[config.mk]
export PLATFORM = sky130hd
export DESIGN_NAME = sam_core
export DESIGN_NICKNAME = d
export VERILOG_FILES = /design/src/rtl/sam_pkg.sv /design/src/rtl/sam_acc_bank.sv /design/src/rtl/sam_mult.sv /design/src/rtl/sam_core.sv
export SDC_FILE = /design/constraint.sdc
export NUM_CORES = 2
export LEC_CHECK = 0
export BUFFER_PORTS_ARGS = -buffer_cell sky130_fd_sc_hd__buf_2
export CAP_MARGIN = 0
export CELL_PAD_IN_SITES_DETAIL_PLACEMENT = 1
export CELL_PAD_IN_SITES_GLOBAL_PLACEMENT = 2
export CORE_ASPECT_RATIO = 0.8
export CORE_MARGIN = 2
export CORE_UTILIZATION = 40
export DETAILED_ROUTE_END_ITERATION = 7
export PLACE_DENSITY = 0.84
export SYNTH_ARGS = -nofsm -noshare
export SYNTH_HDL_FRONTEND = slang
export SYNTH_SLANG_ARGS = --single-unit
[constraint.sdc]
create_clock -name clock_in -period 15.6 [get_ports clock_in]
set_clock_uncertainty 0.2 [all_clocks]
set_input_delay 2.34 -clock clock_in [delete_from_list [all_inputs] [get_ports clock_in]]
set_output_delay 2.34 -clock clock_in [all_outputs]
set_load 0.01 [all_outputs]
[src/rtl/sam_pkg.sv]
// package: constants and carriers for string addressing and arithmetic modes
// Contract
// - byte run fills consecutive accumulators ascending
// - word run fills accumulators from even addresses
// - word access ignores address bit zero
// - byte run post-increment advances pointer by one
// - word run post-increment advances pointer by two
// - mark set and clear address by word index
// - byte-address mark set equals index half
// - word read copies mark into status tag
// - byte read updates tag, pair shares mark
// - run read takes tag from last word
// - element count is length register plus two
// - four mode bits at status bits zero-three
// - mode bits set by write or op
// - unsigned load op sets unsigned bit
// - sign extend copies bit 16 to 17; multiplier takes both bits 16 and 17 from bit 15 (code fills bits 16 and 17 of both operands from bit 15)
// - unsigned bit selects unsigned multiply
// - saturation clamps to extreme on overflow
// - run saturation forces only top word
// - overflow always sets flag, unclamped otherwise
// - fraction mode shifts multiplier left one
// - byte load zero-fills upper eight bits
package sam_pkg;
  // ----------------------------------------
  // sizes and bit positions
  // ----------------------------------------
  localparam int          ACC_COUNT     = 16;
  localparam int          ACC_AW        = 4;
  localparam int          ADDR_W        = 16;
  localparam int          WORD_W        = 16;
  localparam int          RUN_OFFSET    = 2;
  localparam int          ST_SIGN_POS   = 0;
  localparam int          ST_UNS_POS    = 1;
  localparam int          ST_SAT_POS    = 2;
  localparam int          ST_FRAC_POS   = 3;
  localparam int          ST_OVF_POS    = 4;
  localparam int          ST_TAG_POS    = 5;
  localparam logic [15:0] WORD_MAX_POS  = 16'h7fff;
  localparam logic [15:0] WORD_MAX_NEG  = 16'h8000;
  localparam logic [5:0]  STATUS_RESET  = 6'h00;
  localparam logic [15:0] BYTE_STEP     = 16'h0001;
  localparam logic [15:0] WORD_STEP     = 16'h0002;

  // ----------------------------------------
  // command codes
  // ----------------------------------------
  typedef enum logic [4:0] {
    SAM_NOP              = 5'h00,
    SAM_BYTE_LOAD        = 5'h01,
    SAM_WORD_LOAD        = 5'h02,
    SAM_BYTE_RUN_LOAD    = 5'h03,
    SAM_WORD_RUN_LOAD    = 5'h04,
    SAM_MARK_SET         = 5'h05,
    SAM_MARK_CLEAR       = 5'h06,
    SAM_MARK_SET_BYTE    = 5'h07,
    SAM_SIGN_EXT_ON      = 5'h08,
    SAM_SIGN_EXT_OFF     = 5'h09,
    SAM_SATURATE_ON      = 5'h0a,
    SAM_SATURATE_OFF     = 5'h0b,
    SAM_FRAC_ON          = 5'h0c,
    SAM_FRAC_OFF         = 5'h0d,
    SAM_UNS_MULT_LOAD    = 5'h0e,
    SAM_ADD              = 5'h0f,
    SAM_ADD_RUN          = 5'h10,
    SAM_MULT             = 5'h11,
    SAM_STATUS_WRITE     = 5'h12
  } sam_cmd_e;

  typedef enum logic [2:0] {
    SAM_IDLE  = 3'b000,
    SAM_FETCH = 3'b001,
    SAM_WAIT  = 3'b011,
    SAM_MARK  = 3'b010,
    SAM_ADDW  = 3'b110
  } sam_state_e;

  // ----------------------------------------
  // carriers
  // ----------------------------------------
  typedef struct packed {
    logic              valid;
    sam_cmd_e          cmd;
    logic [ADDR_W-1:0] addr;
    logic              use_index;
    logic              post_inc;
    logic [ACC_AW-1:0] src_acc;
    logic [WORD_W-1:0] data;
  } sam_req_s;

  typedef struct packed {
    logic              rd;
    logic              mark_wr;
    logic              mark_val;
    logic [ADDR_W-1:0] addr;
  } sam_mem_s;
endpackage

[src/rtl/sam_acc_bank.sv]
// accumulator bank: two registered read ports, one write port
`timescale 1ns/100ps
module sam_acc_bank
  import sam_pkg::*;
#(
  parameter int DEPTH = ACC_COUNT,
  parameter int AW    = ACC_AW,
  parameter int W     = WORD_W
) (
  // clock and reset
  input  wire logic         clock_in,
  input  wire logic         rstn_in,
  // write
  input  wire logic         wr_en_in,
  input  wire logic [AW-1:0] wr_addr_in,
  input  wire logic [W-1:0]  wr_data_in,
  // reads
  input  wire logic [AW-1:0] rd_a_addr_in,
  input  wire logic [AW-1:0] rd_b_addr_in,
  output logic      [W-1:0]  rd_a_out,
  output logic      [W-1:0]  rd_b_out
);
  typedef struct packed {
    logic [DEPTH-1:0][W-1:0] mem;
    logic [W-1:0]            ra;
    logic [W-1:0]            rb;
  } sam_bank_s;
  sam_bank_s st_reg, st_next;

  always_comb begin
    st_next    = st_reg;
    st_next.ra = st_reg.mem[rd_a_addr_in];
    st_next.rb = st_reg.mem[rd_b_addr_in];
    if (wr_en_in) begin
      st_next.mem[wr_addr_in] = wr_data_in;
    end
  end

  always_ff @(posedge clock_in or negedge rstn_in) begin
    if (!rstn_in) begin
      st_reg <= '0;
    end else begin
      st_reg <= st_next;
    end
  end

  assign rd_a_out = st_reg.ra;
  assign rd_b_out = st_reg.rb;
endmodule // sam_acc_bank

[src/rtl/sam_mult.sv]
// multiplier with operand shaping for the mode bits
`timescale 1ns/100ps
module sam_mult
  import sam_pkg::*;
(
  // operands and modes
  input  wire logic [15:0] mcand_in,
  input  wire logic [15:0] mplier_in,
  input  wire logic        sign_ext_in,
  input  wire logic        unsigned_in,
  input  wire logic        frac_in,
  // product
  output logic      [31:0] product_out
);
  logic [17:0] cand_x;
  logic [17:0] plier_x;
  logic [35:0] prod_full;

  always_comb begin
    // bits 16 and 17 from bit 15 only with sign extension on and unsigned bit clear
    cand_x  = {((sign_ext_in && !unsigned_in) ? {2{mcand_in[15]}} : 2'b00),
               mcand_in};
    plier_x = {((sign_ext_in && !unsigned_in) ? {2{mplier_in[15]}} : 2'b00),
               mplier_in};
    if (frac_in) begin
      plier_x = {plier_x[16:0], 1'b0};
    end
    prod_full = $signed(cand_x) * $signed(plier_x);
  end

  assign product_out = prod_full[31:0];
endmodule // sam_mult

[src/rtl/sam_core.sv]
// datapath core: run loads, mark bits, status modes, saturating add, multiply
`timescale 1ns/100ps
module sam_core
  import sam_pkg::*;
(
  // clock and reset
  input  wire logic              clock_in,
  input  wire logic              rstn_in,
  // decoder request
  input  wire sam_req_s          req_in,
  output logic                   req_ready_out,
  // control registers seen by software
  input  wire logic              run_len_wr_in,
  input  wire logic [7:0]        run_len_data_in,
  input  wire logic              acc_ptr_wr_in,
  input  wire logic [ACC_AW-1:0] acc_ptr_data_in,
  input  wire logic              index_wr_in,
  input  wire logic [ADDR_W-1:0] index_data_in,
  // data memory
  output sam_mem_s               mem_out,
  input  wire logic [15:0]       mem_rdata_in,
  input  wire logic              mem_rmark_in,
  // state seen outside
  output logic [5:0]             status_out,
  output logic [ADDR_W-1:0]      index_pointer_out,
  output logic [7:0]             run_length_reg_out,
  output logic [ACC_AW-1:0]      acc_window_pointer_out,
  output logic [31:0]            product_out,
  output logic [ACC_AW-1:0]      acc_rd_addr_in_use_out,
  output logic [15:0]            acc_rd_data_out
);
  // ----------------------------------------
  // reset release
  // ----------------------------------------
  logic [1:0] rst_sync_reg;
  logic       rst_n;
  always_ff @(posedge clock_in or negedge rstn_in) begin
    if (!rstn_in) begin
      rst_sync_reg <= 2'b00;
    end else begin
      rst_sync_reg <= {rst_sync_reg[0], 1'b1};
    end
  end
  assign rst_n = rst_sync_reg[1];

  // ----------------------------------------
  // state
  // ----------------------------------------
  typedef struct packed {
    sam_state_e        fsm;
    logic [5:0]        status;
    logic [7:0]        run_len;
    logic [ACC_AW-1:0] acc_ptr;
    logic [ADDR_W-1:0] index;
    logic [ADDR_W-1:0] addr;
    logic [8:0]        left;
    logic [ACC_AW-1:0] dst;
    logic              is_word;
    logic              upd_index;
    logic              is_run;
    logic              carry;
    logic [15:0]       mplier;
    sam_mem_s          mem;
    logic [31:0]       product;
  } sam_core_s;
  sam_core_s st_reg, st_next;

  logic              acc_wr;
  logic [ACC_AW-1:0] acc_wa;
  logic [15:0]       acc_wd;
  logic [ACC_AW-1:0] acc_ra;
  logic [ACC_AW-1:0] acc_rb;
  logic [15:0]       acc_a;
  logic [15:0]       acc_b;
  logic [31:0]       mult_p;
  logic [16:0]       sum;
  logic              ovf;
  logic [ADDR_W-1:0] req_addr;

  sam_acc_bank #(
    .DEPTH (ACC_COUNT),
    .AW    (ACC_AW),
    .W     (WORD_W)
  ) u_bank (
    .clock_in     (clock_in),
    .rstn_in      (rst_n),
    .wr_en_in     (acc_wr),
    .wr_addr_in   (acc_wa),
    .wr_data_in   (acc_wd),
    .rd_a_addr_in (acc_ra),
    .rd_b_addr_in (acc_rb),
    .rd_a_out     (acc_a),
    .rd_b_out     (acc_b)
  );

  sam_mult u_mult (
    .mcand_in    (acc_a),
    .mplier_in   (st_reg.mplier),
    .sign_ext_in (st_reg.status[ST_SIGN_POS]),
    .unsigned_in (st_reg.status[ST_UNS_POS]),
    .frac_in     (st_reg.status[ST_FRAC_POS]),
    .product_out (mult_p)
  );

  // ----------------------------------------
  // next state
  // ----------------------------------------
  always_comb begin
    st_next     = st_reg;
    st_next.mem = '0;
    acc_wr      = 1'b0;
    acc_wa      = st_reg.dst;
    acc_wd      = 16'h0000;
    acc_ra      = req_in.src_acc;
    acc_rb      = st_reg.dst;
    sum         = 17'h00000;
    ovf         = 1'b0;
    req_addr    = req_in.use_index ? st_reg.index : req_in.addr;
    if (run_len_wr_in) begin
      st_next.run_len = run_len_data_in;
    end
    if (acc_ptr_wr_in) begin
      st_next.acc_ptr = acc_ptr_data_in;
    end
    if (index_wr_in) begin
      st_next.index = index_data_in;
    end
    case (st_reg.fsm)
      SAM_IDLE: begin
        if (req_in.valid) begin
          acc_rb            = st_reg.acc_ptr;
          st_next.dst       = st_reg.acc_ptr;
          st_next.upd_index = req_in.use_index && req_in.post_inc;
          st_next.is_run    = 1'b0;
          st_next.left      = 9'h000;
          case (req_in.cmd)
            SAM_BYTE_LOAD, SAM_WORD_LOAD, SAM_BYTE_RUN_LOAD, SAM_WORD_RUN_LOAD: begin
              st_next.is_word = (req_in.cmd == SAM_WORD_LOAD) ||
                                (req_in.cmd == SAM_WORD_RUN_LOAD);
              st_next.addr    = st_next.is_word ? {req_addr[ADDR_W-1:1], 1'b0}
                                                : req_addr;
              if ((req_in.cmd == SAM_BYTE_RUN_LOAD) || (req_in.cmd == SAM_WORD_RUN_LOAD)) begin
                st_next.left = {1'b0, st_reg.run_len} + 9'(RUN_OFFSET - 1);
              end
              if (req_in.use_index) begin
                st_next.index = st_next.addr;
              end
              st_next.fsm = SAM_FETCH;
            end
            SAM_MARK_SET, SAM_MARK_CLEAR, SAM_MARK_SET_BYTE: begin
              st_next.mem.mark_wr  = 1'b1;
              st_next.mem.mark_val = (req_in.cmd != SAM_MARK_CLEAR);
              st_next.mem.addr     = (req_in.cmd == SAM_MARK_SET_BYTE)
                                     ? {req_addr[ADDR_W-1:1], 1'b0}
                                     : {req_addr[ADDR_W-2:0], 1'b0};
            end
            SAM_SIGN_EXT_ON:   st_next.status[ST_SIGN_POS] = 1'b1;
            SAM_SIGN_EXT_OFF:  st_next.status[ST_SIGN_POS] = 1'b0;
            SAM_SATURATE_ON:   st_next.status[ST_SAT_POS]  = 1'b1;
            SAM_SATURATE_OFF:  st_next.status[ST_SAT_POS]  = 1'b0;
            SAM_FRAC_ON:       st_next.status[ST_FRAC_POS] = 1'b1;
            SAM_FRAC_OFF:      st_next.status[ST_FRAC_POS] = 1'b0;
            SAM_UNS_MULT_LOAD: begin
              st_next.mplier              = req_in.data;
              st_next.status[ST_UNS_POS]  = 1'b1;
            end
            SAM_STATUS_WRITE:  st_next.status = req_in.data[5:0];
            SAM_MULT: begin
              st_next.fsm = SAM_MARK;
            end
            SAM_ADD, SAM_ADD_RUN: begin
              st_next.mplier = req_in.data;
              st_next.is_run = (req_in.cmd == SAM_ADD_RUN);
              st_next.left   = st_next.is_run ? {1'b0, st_reg.run_len} + 9'(RUN_OFFSET - 1)
                                              : 9'h000;
              st_next.carry  = 1'b0;
              st_next.fsm    = SAM_ADDW;
            end
            default: st_next.fsm = SAM_IDLE;
          endcase
        end
      end
      SAM_FETCH: begin
        st_next.mem.rd   = 1'b1;
        st_next.mem.addr = st_reg.addr;
        st_next.fsm      = SAM_WAIT;
      end
      SAM_WAIT: begin
        acc_wr = 1'b1;
        acc_wd = st_reg.is_word ? mem_rdata_in
                 : {8'h00, (st_reg.addr[0] ? mem_rdata_in[7:0] : mem_rdata_in[15:8])};
        st_next.status[ST_TAG_POS] = mem_rmark_in;
        st_next.addr = st_reg.addr + (st_reg.is_word ? WORD_STEP : BYTE_STEP);
        if (st_reg.upd_index) begin
          st_next.index = st_next.addr;
        end
        st_next.dst = st_reg.dst + 1'b1;
        if (st_reg.left == 9'h000) begin
          st_next.fsm = SAM_IDLE;
        end else begin
          st_next.left = st_reg.left - 9'h001;
          st_next.fsm  = SAM_FETCH;
        end
      end
      SAM_MARK: begin
        st_next.product = mult_p;
        st_next.fsm     = SAM_IDLE;
      end
      SAM_ADDW: begin
        sum    = {1'b0, acc_b} + {1'b0, st_reg.mplier} + {16'h0000, st_reg.carry};
        acc_wr = 1'b1;
        acc_wd = sum[15:0];
        st_next.carry = sum[16];
        st_next.dst   = st_reg.dst + 1'b1;
        acc_rb        = st_reg.dst + 1'b1;
        if (st_reg.left == 9'h000) begin
          ovf = (acc_b[15] == st_reg.mplier[15]) && (sum[15] != acc_b[15]);
          if (ovf) begin
            st_next.status[ST_OVF_POS] = 1'b1;
            if (st_reg.status[ST_SAT_POS]) begin
              acc_wd = acc_b[15] ? WORD_MAX_NEG : WORD_MAX_POS;
            end
          end
          st_next.fsm = SAM_IDLE;
        end else begin
          st_next.left = st_reg.left - 9'h001;
          st_next.fsm  = SAM_ADDW;
        end
      end
      default: st_next.fsm = SAM_IDLE;
    endcase
  end

  always_ff @(posedge clock_in or negedge rst_n) begin
    if (!rst_n) begin
      st_reg        <= '0;
      st_reg.status <= STATUS_RESET;
    end else begin
      st_reg <= st_next;
    end
  end

  // ----------------------------------------
  // outputs
  // ----------------------------------------
  assign req_ready_out          = (st_reg.fsm == SAM_IDLE);
  assign mem_out                = st_reg.mem;
  assign status_out             = st_reg.status;
  assign index_pointer_out      = st_reg.index;
  assign run_length_reg_out     = st_reg.run_len;
  assign acc_window_pointer_out = st_reg.acc_ptr;
  assign product_out            = st_reg.product;
  assign acc_rd_addr_in_use_out = st_reg.dst;
  assign acc_rd_data_out        = acc_b;
endmodule // sam_core

# ---- Word level (Yosys, flattened, before mapping)
# Index checks and enable logic that the tools add are counted.
dict set report classes {
  add_sub_neg 6
  multipliers 1
  div_mod_pow 0
  order_cmp 4
  n_eq_ne 33
  n_shift 0
  muxes 58
  n_bitwise 0
  n_reduce_logical 36
}
# op count
set op_table {}
lappend op_table {{$bwmux 256} 1}
lappend op_table {{$mux 16} 14}
lappend op_table {{$bmux 16 s4} 2}
lappend op_table {{$mux 65} 1}
lappend op_table {{$demux 16 s4} 1}
lappend op_table {{$pmux 16 s2} 2}
lappend op_table {{$pmux 32 s2} 1}
lappend op_table {{$mux 18} 3}
lappend op_table {{$eq 5x4->1 const B} 8}
lappend op_table {{$mux 9} 4}
lappend op_table {{$mul 18x18->32} 1}
lappend op_table {{$mux 32} 1}
lappend op_table {{$reduce_and 3->1} 10}
lappend op_table {{$pmux 13 s2} 1}
lappend op_table {{$pmux 3 s4} 2}
lappend op_table {{$eq 5x3->1 const B} 4}
lappend op_table {{$pmux 9 s2} 1}
lappend op_table {{$add 16x16->17} 1}
lappend op_table {{$add 17x1->17} 1}
lappend op_table {{$add 16x2->16} 1}
lappend op_table {{$eq 5x5->1 const B} 3}
lappend op_table {{$lt 4x5->1 const B} 3}
lappend op_table {{$mux 2} 6}
lappend op_table {{$reduce_or 11->1} 1}
lappend op_table {{other kinds (33)} 65}
dict set report word_totals {
  reg_bits 427
  latchBits 0
  ram_bits 0
  rom_bits 0
  input_bits 94
  out_inout_bits 106
  memories 0
}

# ---- Depth between registers and ports, before layout
dict set report logic_depth {
  word_depth 8
  ltp_mapped 26
  mapped_depth_nobuf 23
}

# ---- Cells and area by module
# A second synthesis with hierarchy kept.
dict set report hier_totals {
  hier_cells 3075
  area_unflattened_um2 34603.2
}
# mod instances cells_each area_per_inst_um2 seq_area_each_um2
set modules_own_cells {}
lappend modules_own_cells {sam_acc_bank 1 911 14518.9 7206.9}
lappend modules_own_cells {sam_mult 1 1228 11055.6 0.0}
lappend modules_own_cells {sam_core 1 936 9028.7 3453.3}

# ---- Worst setup path before layout
# OpenSTA, ideal clock, no wires.
dict set report synth_timing {
  path_kind {register to register}
  start {register st_reg (netlist bit status_out[3])}
  end {register st_reg (netlist bit product_out[30])}
  setup_ns 0.083
  arrival_time_ns 6.471
  required_ns 15.317
  setup_slack_ns 8.846
  stages_incl_launch_ff 24
  n_path_buf 3
  cell_sequence {dfrtp_1 > clkbuf_1 > clkbuf_1 > mux2_2 > clkbuf_1 > nand2_1 > fa_1 > inv_1 > fa_1 > inv_1 > fa_1 > fa_1 > fa_1 > inv_1 > fa_1 > ha_1 > nand2_1 > o21ai_0 > a22o_1 > o2111ai_1 > a211oi_1 > o31ai_1 > xor2_1 > o21ai_0}
}
dict set report synth_via {
  elab_chain_len 2
}
# element line
set synth_rtl {}
lappend synth_rtl {{start: declaration} sam_core.sv:66} ;# sam_core_s st_reg, st_next;
lappend synth_rtl {{start signal: assignment} sam_core.sv:239} ;# st_reg <= st_next;
lappend synth_rtl {{$mux 18} sam_mult.sv:25} ;# if (frac_in) begin
lappend synth_rtl {{$mul 18x18->32} sam_mult.sv:28} ;# prod_full = $signed(cand_x) * $signed(plier_x);
# No other way between the ends.
# A chain may end at the register's enable or synchronous reset.

# ---- Worst setup path after layout
# Same ends and word-level chain as after synthesis.

==> out/results.tsv <==
stage	metric	value	unit
status	status	finished clean	
place	gp_congestion	0.837	
worst_setup_path	critPathSlowestCell	dfrtp_1	
sta	fin_crit_sh	0.498	
place	postPlaceCellArea	35500	sq um
clock_tree	ctsHtreeMaxLevel	2	
global_route	track_usage	0.254	
worst_setup_path	crit_arrival	8090	ps
sta	min_period	7770	ps
finish	ff_latch_area	10700	sq um
detailed_routing	via_count	27200	
global_route	top_usage_layer	met2	
global_route	use_met2	0.410	
power	max-vdd-ir-drop	94.7	uV
detailed_routing	wirelength	111	mm
worst_setup_path	slowest_delay	850	ps
clock_tree	cts.reportedPaths.clkPinSlew	60	ps
detailed_routing	drc_errors	0	
synth	seq_area_frac_synth	0.309	
min_path	whs_path_depth	0	
min_path	hold_start	rst_sync_reg[0]	
synth	ys_ff_latch	426	
global_route	grt_pass1_vias	29200	
worst_setup_path	critPathBufInv	3	
clock_tree	postCtsSetupBuffers	0	
sta	hold_viol	0	
worst_setup_path	worstRegToRegCells	20	
floorplanning	pin_count	200	
synth	syn-cell-area	34500	sq um
finish	drive_above_1_share	0.142	
clock_tree	cts_tree	yes	
floorplanning	die_h	267	um
sta	worst_pin_slew	1170	ps
finish	area_growth	8.22	%
worst_setup_path	worstSetupPathType	reg -> reg	
synth	synth_cell_types	80	
worst_setup_path	startpoint	status_out[3]	
worst_setup_path	crit_fanout	20	
sta	rsz0062_at_grt	false	
worst_setup_path	cp_cell_sequence	mux2_2 -> nand2_1 -> fa_1 -> inv_1 -> fa_1 -> inv_1 -> fa_1 -> fa_1 -> fa_1 -> inv_1 -> fa_1 -> ha_1 -> nand2_1 -> o21ai_0 -> a22o_1 -> o2111ai_1 -> a211oi_1 -> o31ai_1 -> xor2_1 -> o21ai_0	
worst_setup_path	r2r_slack	7830	ps
detailed_routing	drtIter0Drc	1830	
clock_tree	hold_buffers	0	
finish	nNetsFinal	4100	
min_path	min_to	rst_sync_reg[1]	
synth	async_flop_share	1.00	
sta	setup-tns-final	0	ps
synth	synthCells	3665	
floorplanning	start_util	0.403	
synth	ys.flop_type	dfrtp_1	
worst_setup_path	cpLargestDelayFamily	adder cells	
global_route	grt_antenna_before_repair	4	
global_route	grt_use_met1	0.351	
worst_setup_path	startpoint_type	flop	
global_route	grt_pass1_wl	175	mm
clock_tree	clk_latency	640	ps
clock_tree	cts.path.max_buffers	3	
detailed_routing	firstDrtPassIters	5	
finish	nFillCells	9770	
detailed_routing	ant_nets	0	
global_route	grt_overflow	0	
worst_setup_path	critPathCaptureType	flop	
clock_tree	cts_sinks	426	
sta	holdWs	153	ps
worst_setup_path	reg2reg_from	status_out[3]	
floorplanning	die_area	88500	sq um
sta	maxSlewViolCount	0	
worst_setup_path	r2r_end	product_out[30]	
worst_setup_path	cp_common_cell	fa_1	
global_route	grt_max_degree	71	
synth	synth_edf_count	0	
sta	maxSlewHeadroom	0.221	
sta	fmax	129	MHz
power	power_leakage	16.7	nW
place	dp_hpwl	77.3	mm
flow_run	cap_violations	0	
synth	yosysWarnings	0	
synth	syn_nets	4162	
finish	final_area	37300	sq um
detailed_routing	wire_per_inst	23.3	um
power	power_density	112	nW/um^2
worst_setup_path	cp.required	15920	ps
floorplanning	fp.coreArea	85500	sq um
clock_tree	numCtsBuffers	50	
detailed_routing	avgViaCountPerCell	5.69	
clock_tree	root_buffer	clkbuf_16	
sta	setup_violations	0	
place	port-buffer-count	199	
min_path	hp-class	reg -> reg	
global_route	met3_usage	0.0415	
clock_tree	cts_resized	0	
floorplanning	chipWidth	332	um
finish	largest_reg_flops	256	
synth	synth.avg_cell_area	9.40	sq um
finish	multi_input_area	20800	sq um
floorplanning	rows	96	
## placed cells by master (no fill, tap or decap), types with 110 or more instances in the layout
cell     Yosys  routed
inv_1      340     340
and2_1     192     184
buf_2       24     198
a31oi_1    136     136
ha_1       110     110
nand2_1    468     467
a21oi_1    221     220
fa_1       293     293
dfrtp_1    426     425
nor2_1     340     340
## per-stage QoR
stage	utilization	cells	total power [mW]	worst slack [ps]
floorplan	-	3665	2.47	2650
global placement	0.415	4678	2.81	8060
detailed placement	0.415	4678	2.87	7900
CTS	0.436	4770	4.20	7810
global route	0.436	4770	4.41	7340
finish	0.436	4771	4.18	7830
## logic make-up after synthesis
family | share of synthesized area
fa+ha+maj | 0.210
compound gates | 0.145
flops | 0.309
xor+xnor | 0.0180
mux | 0.0799
simple gates | 0.149
other cells | 0.000109
buf+inv | 0.0889
## metal layers
layer	vias up	wire (um)
met2	682	51500
met5	-	0
met3	186	6330
met4	0	3580
met1	14200	49600
li1	12100	-
## Yosys cell counts, types with 13 or more instances
master	instances	area share
a32oi_1	15	0.0038
nor2_1	340	0.037
a21o_1	17	0.0037
buf_1	16	0.0017
buf_4	113	0.025
xnor2_1	39	0.0099
o221ai_1	13	0.0033
a31oi_1	136	0.025
mux2_2	55	0.018
clkbuf_1	196	0.021
ha_1	110	0.040
buf_2	24	0.0035
and3_1	19	0.0034
o21ai_1	16	0.0023
mux2i_1	33	0.0096
nand3_1	24	0.0035
a211oi_1	90	0.020
xor2_1	32	0.0081
o22ai_1	13	0.0024
nand2_1	468	0.051
nor3_1	21	0.0031
mux4_2	80	0.052
nand2b_1	14	0.0025
o21ai_0	97	0.014
and2_1	192	0.035
o211ai_1	13	0.0028
dfrtp_1	426	0.31
a311oi_1	33	0.0084
inv_1	340	0.037
a21oi_1	221	0.032
fa_1	293	0.17
## area by class of cell
type	instances	share of cell area
multi-input cells	2548	0.559
flip-flops and latches	426	0.286
clock buffers	74	0.0397
well taps	1127	0.0378
repair buffers	237	0.0344
inverters	340	0.0342
clock inverters	18	0.00913
diodes	1	0.0000671
## worst reg2reg max path, stage by stage, from the launching register on
cell	delay (ps)
dfrtp_1	850
mux2_2	620
nand2_1	160
fa_1	550
inv_1	60
fa_1	470
inv_1	50
fa_1	480
fa_1	530
fa_1	510
inv_1	50
fa_1	440
ha_1	410
nand2_1	80
o21ai_0	710
a22o_1	340
o2111ai_1	220
a211oi_1	460
o31ai_1	150
xor2_1	150
o21ai_0	180
## power by group
| group | internal, mW | switching, mW | total [mW] |
|---|---|---|---|
| combinational | 0.510 | 0.666 | 1.18 |
| sequential | 1.40 | 0.296 | 1.70 |
| clock | 0.778 | 0.529 | 1.31 |
| total | 2.69 | 1.49 | 4.18 |
## worst max path at each step
stage	endpoint	slack, ps	depth (start not counted)
2_1_floorplan	acc_rd_addr_in_use_out[0]	2650	0
3_3_place_gp	product_out[30]	8060	20
3_5_place_dp	product_out[30]	7900	20
4_1_cts	product_out[30]	7810	20
5_1_grt	product_out[30]	7340	20
6_report	product_out[30]	7830	20
Note: power is estimated with default switching activity, not from simulation.
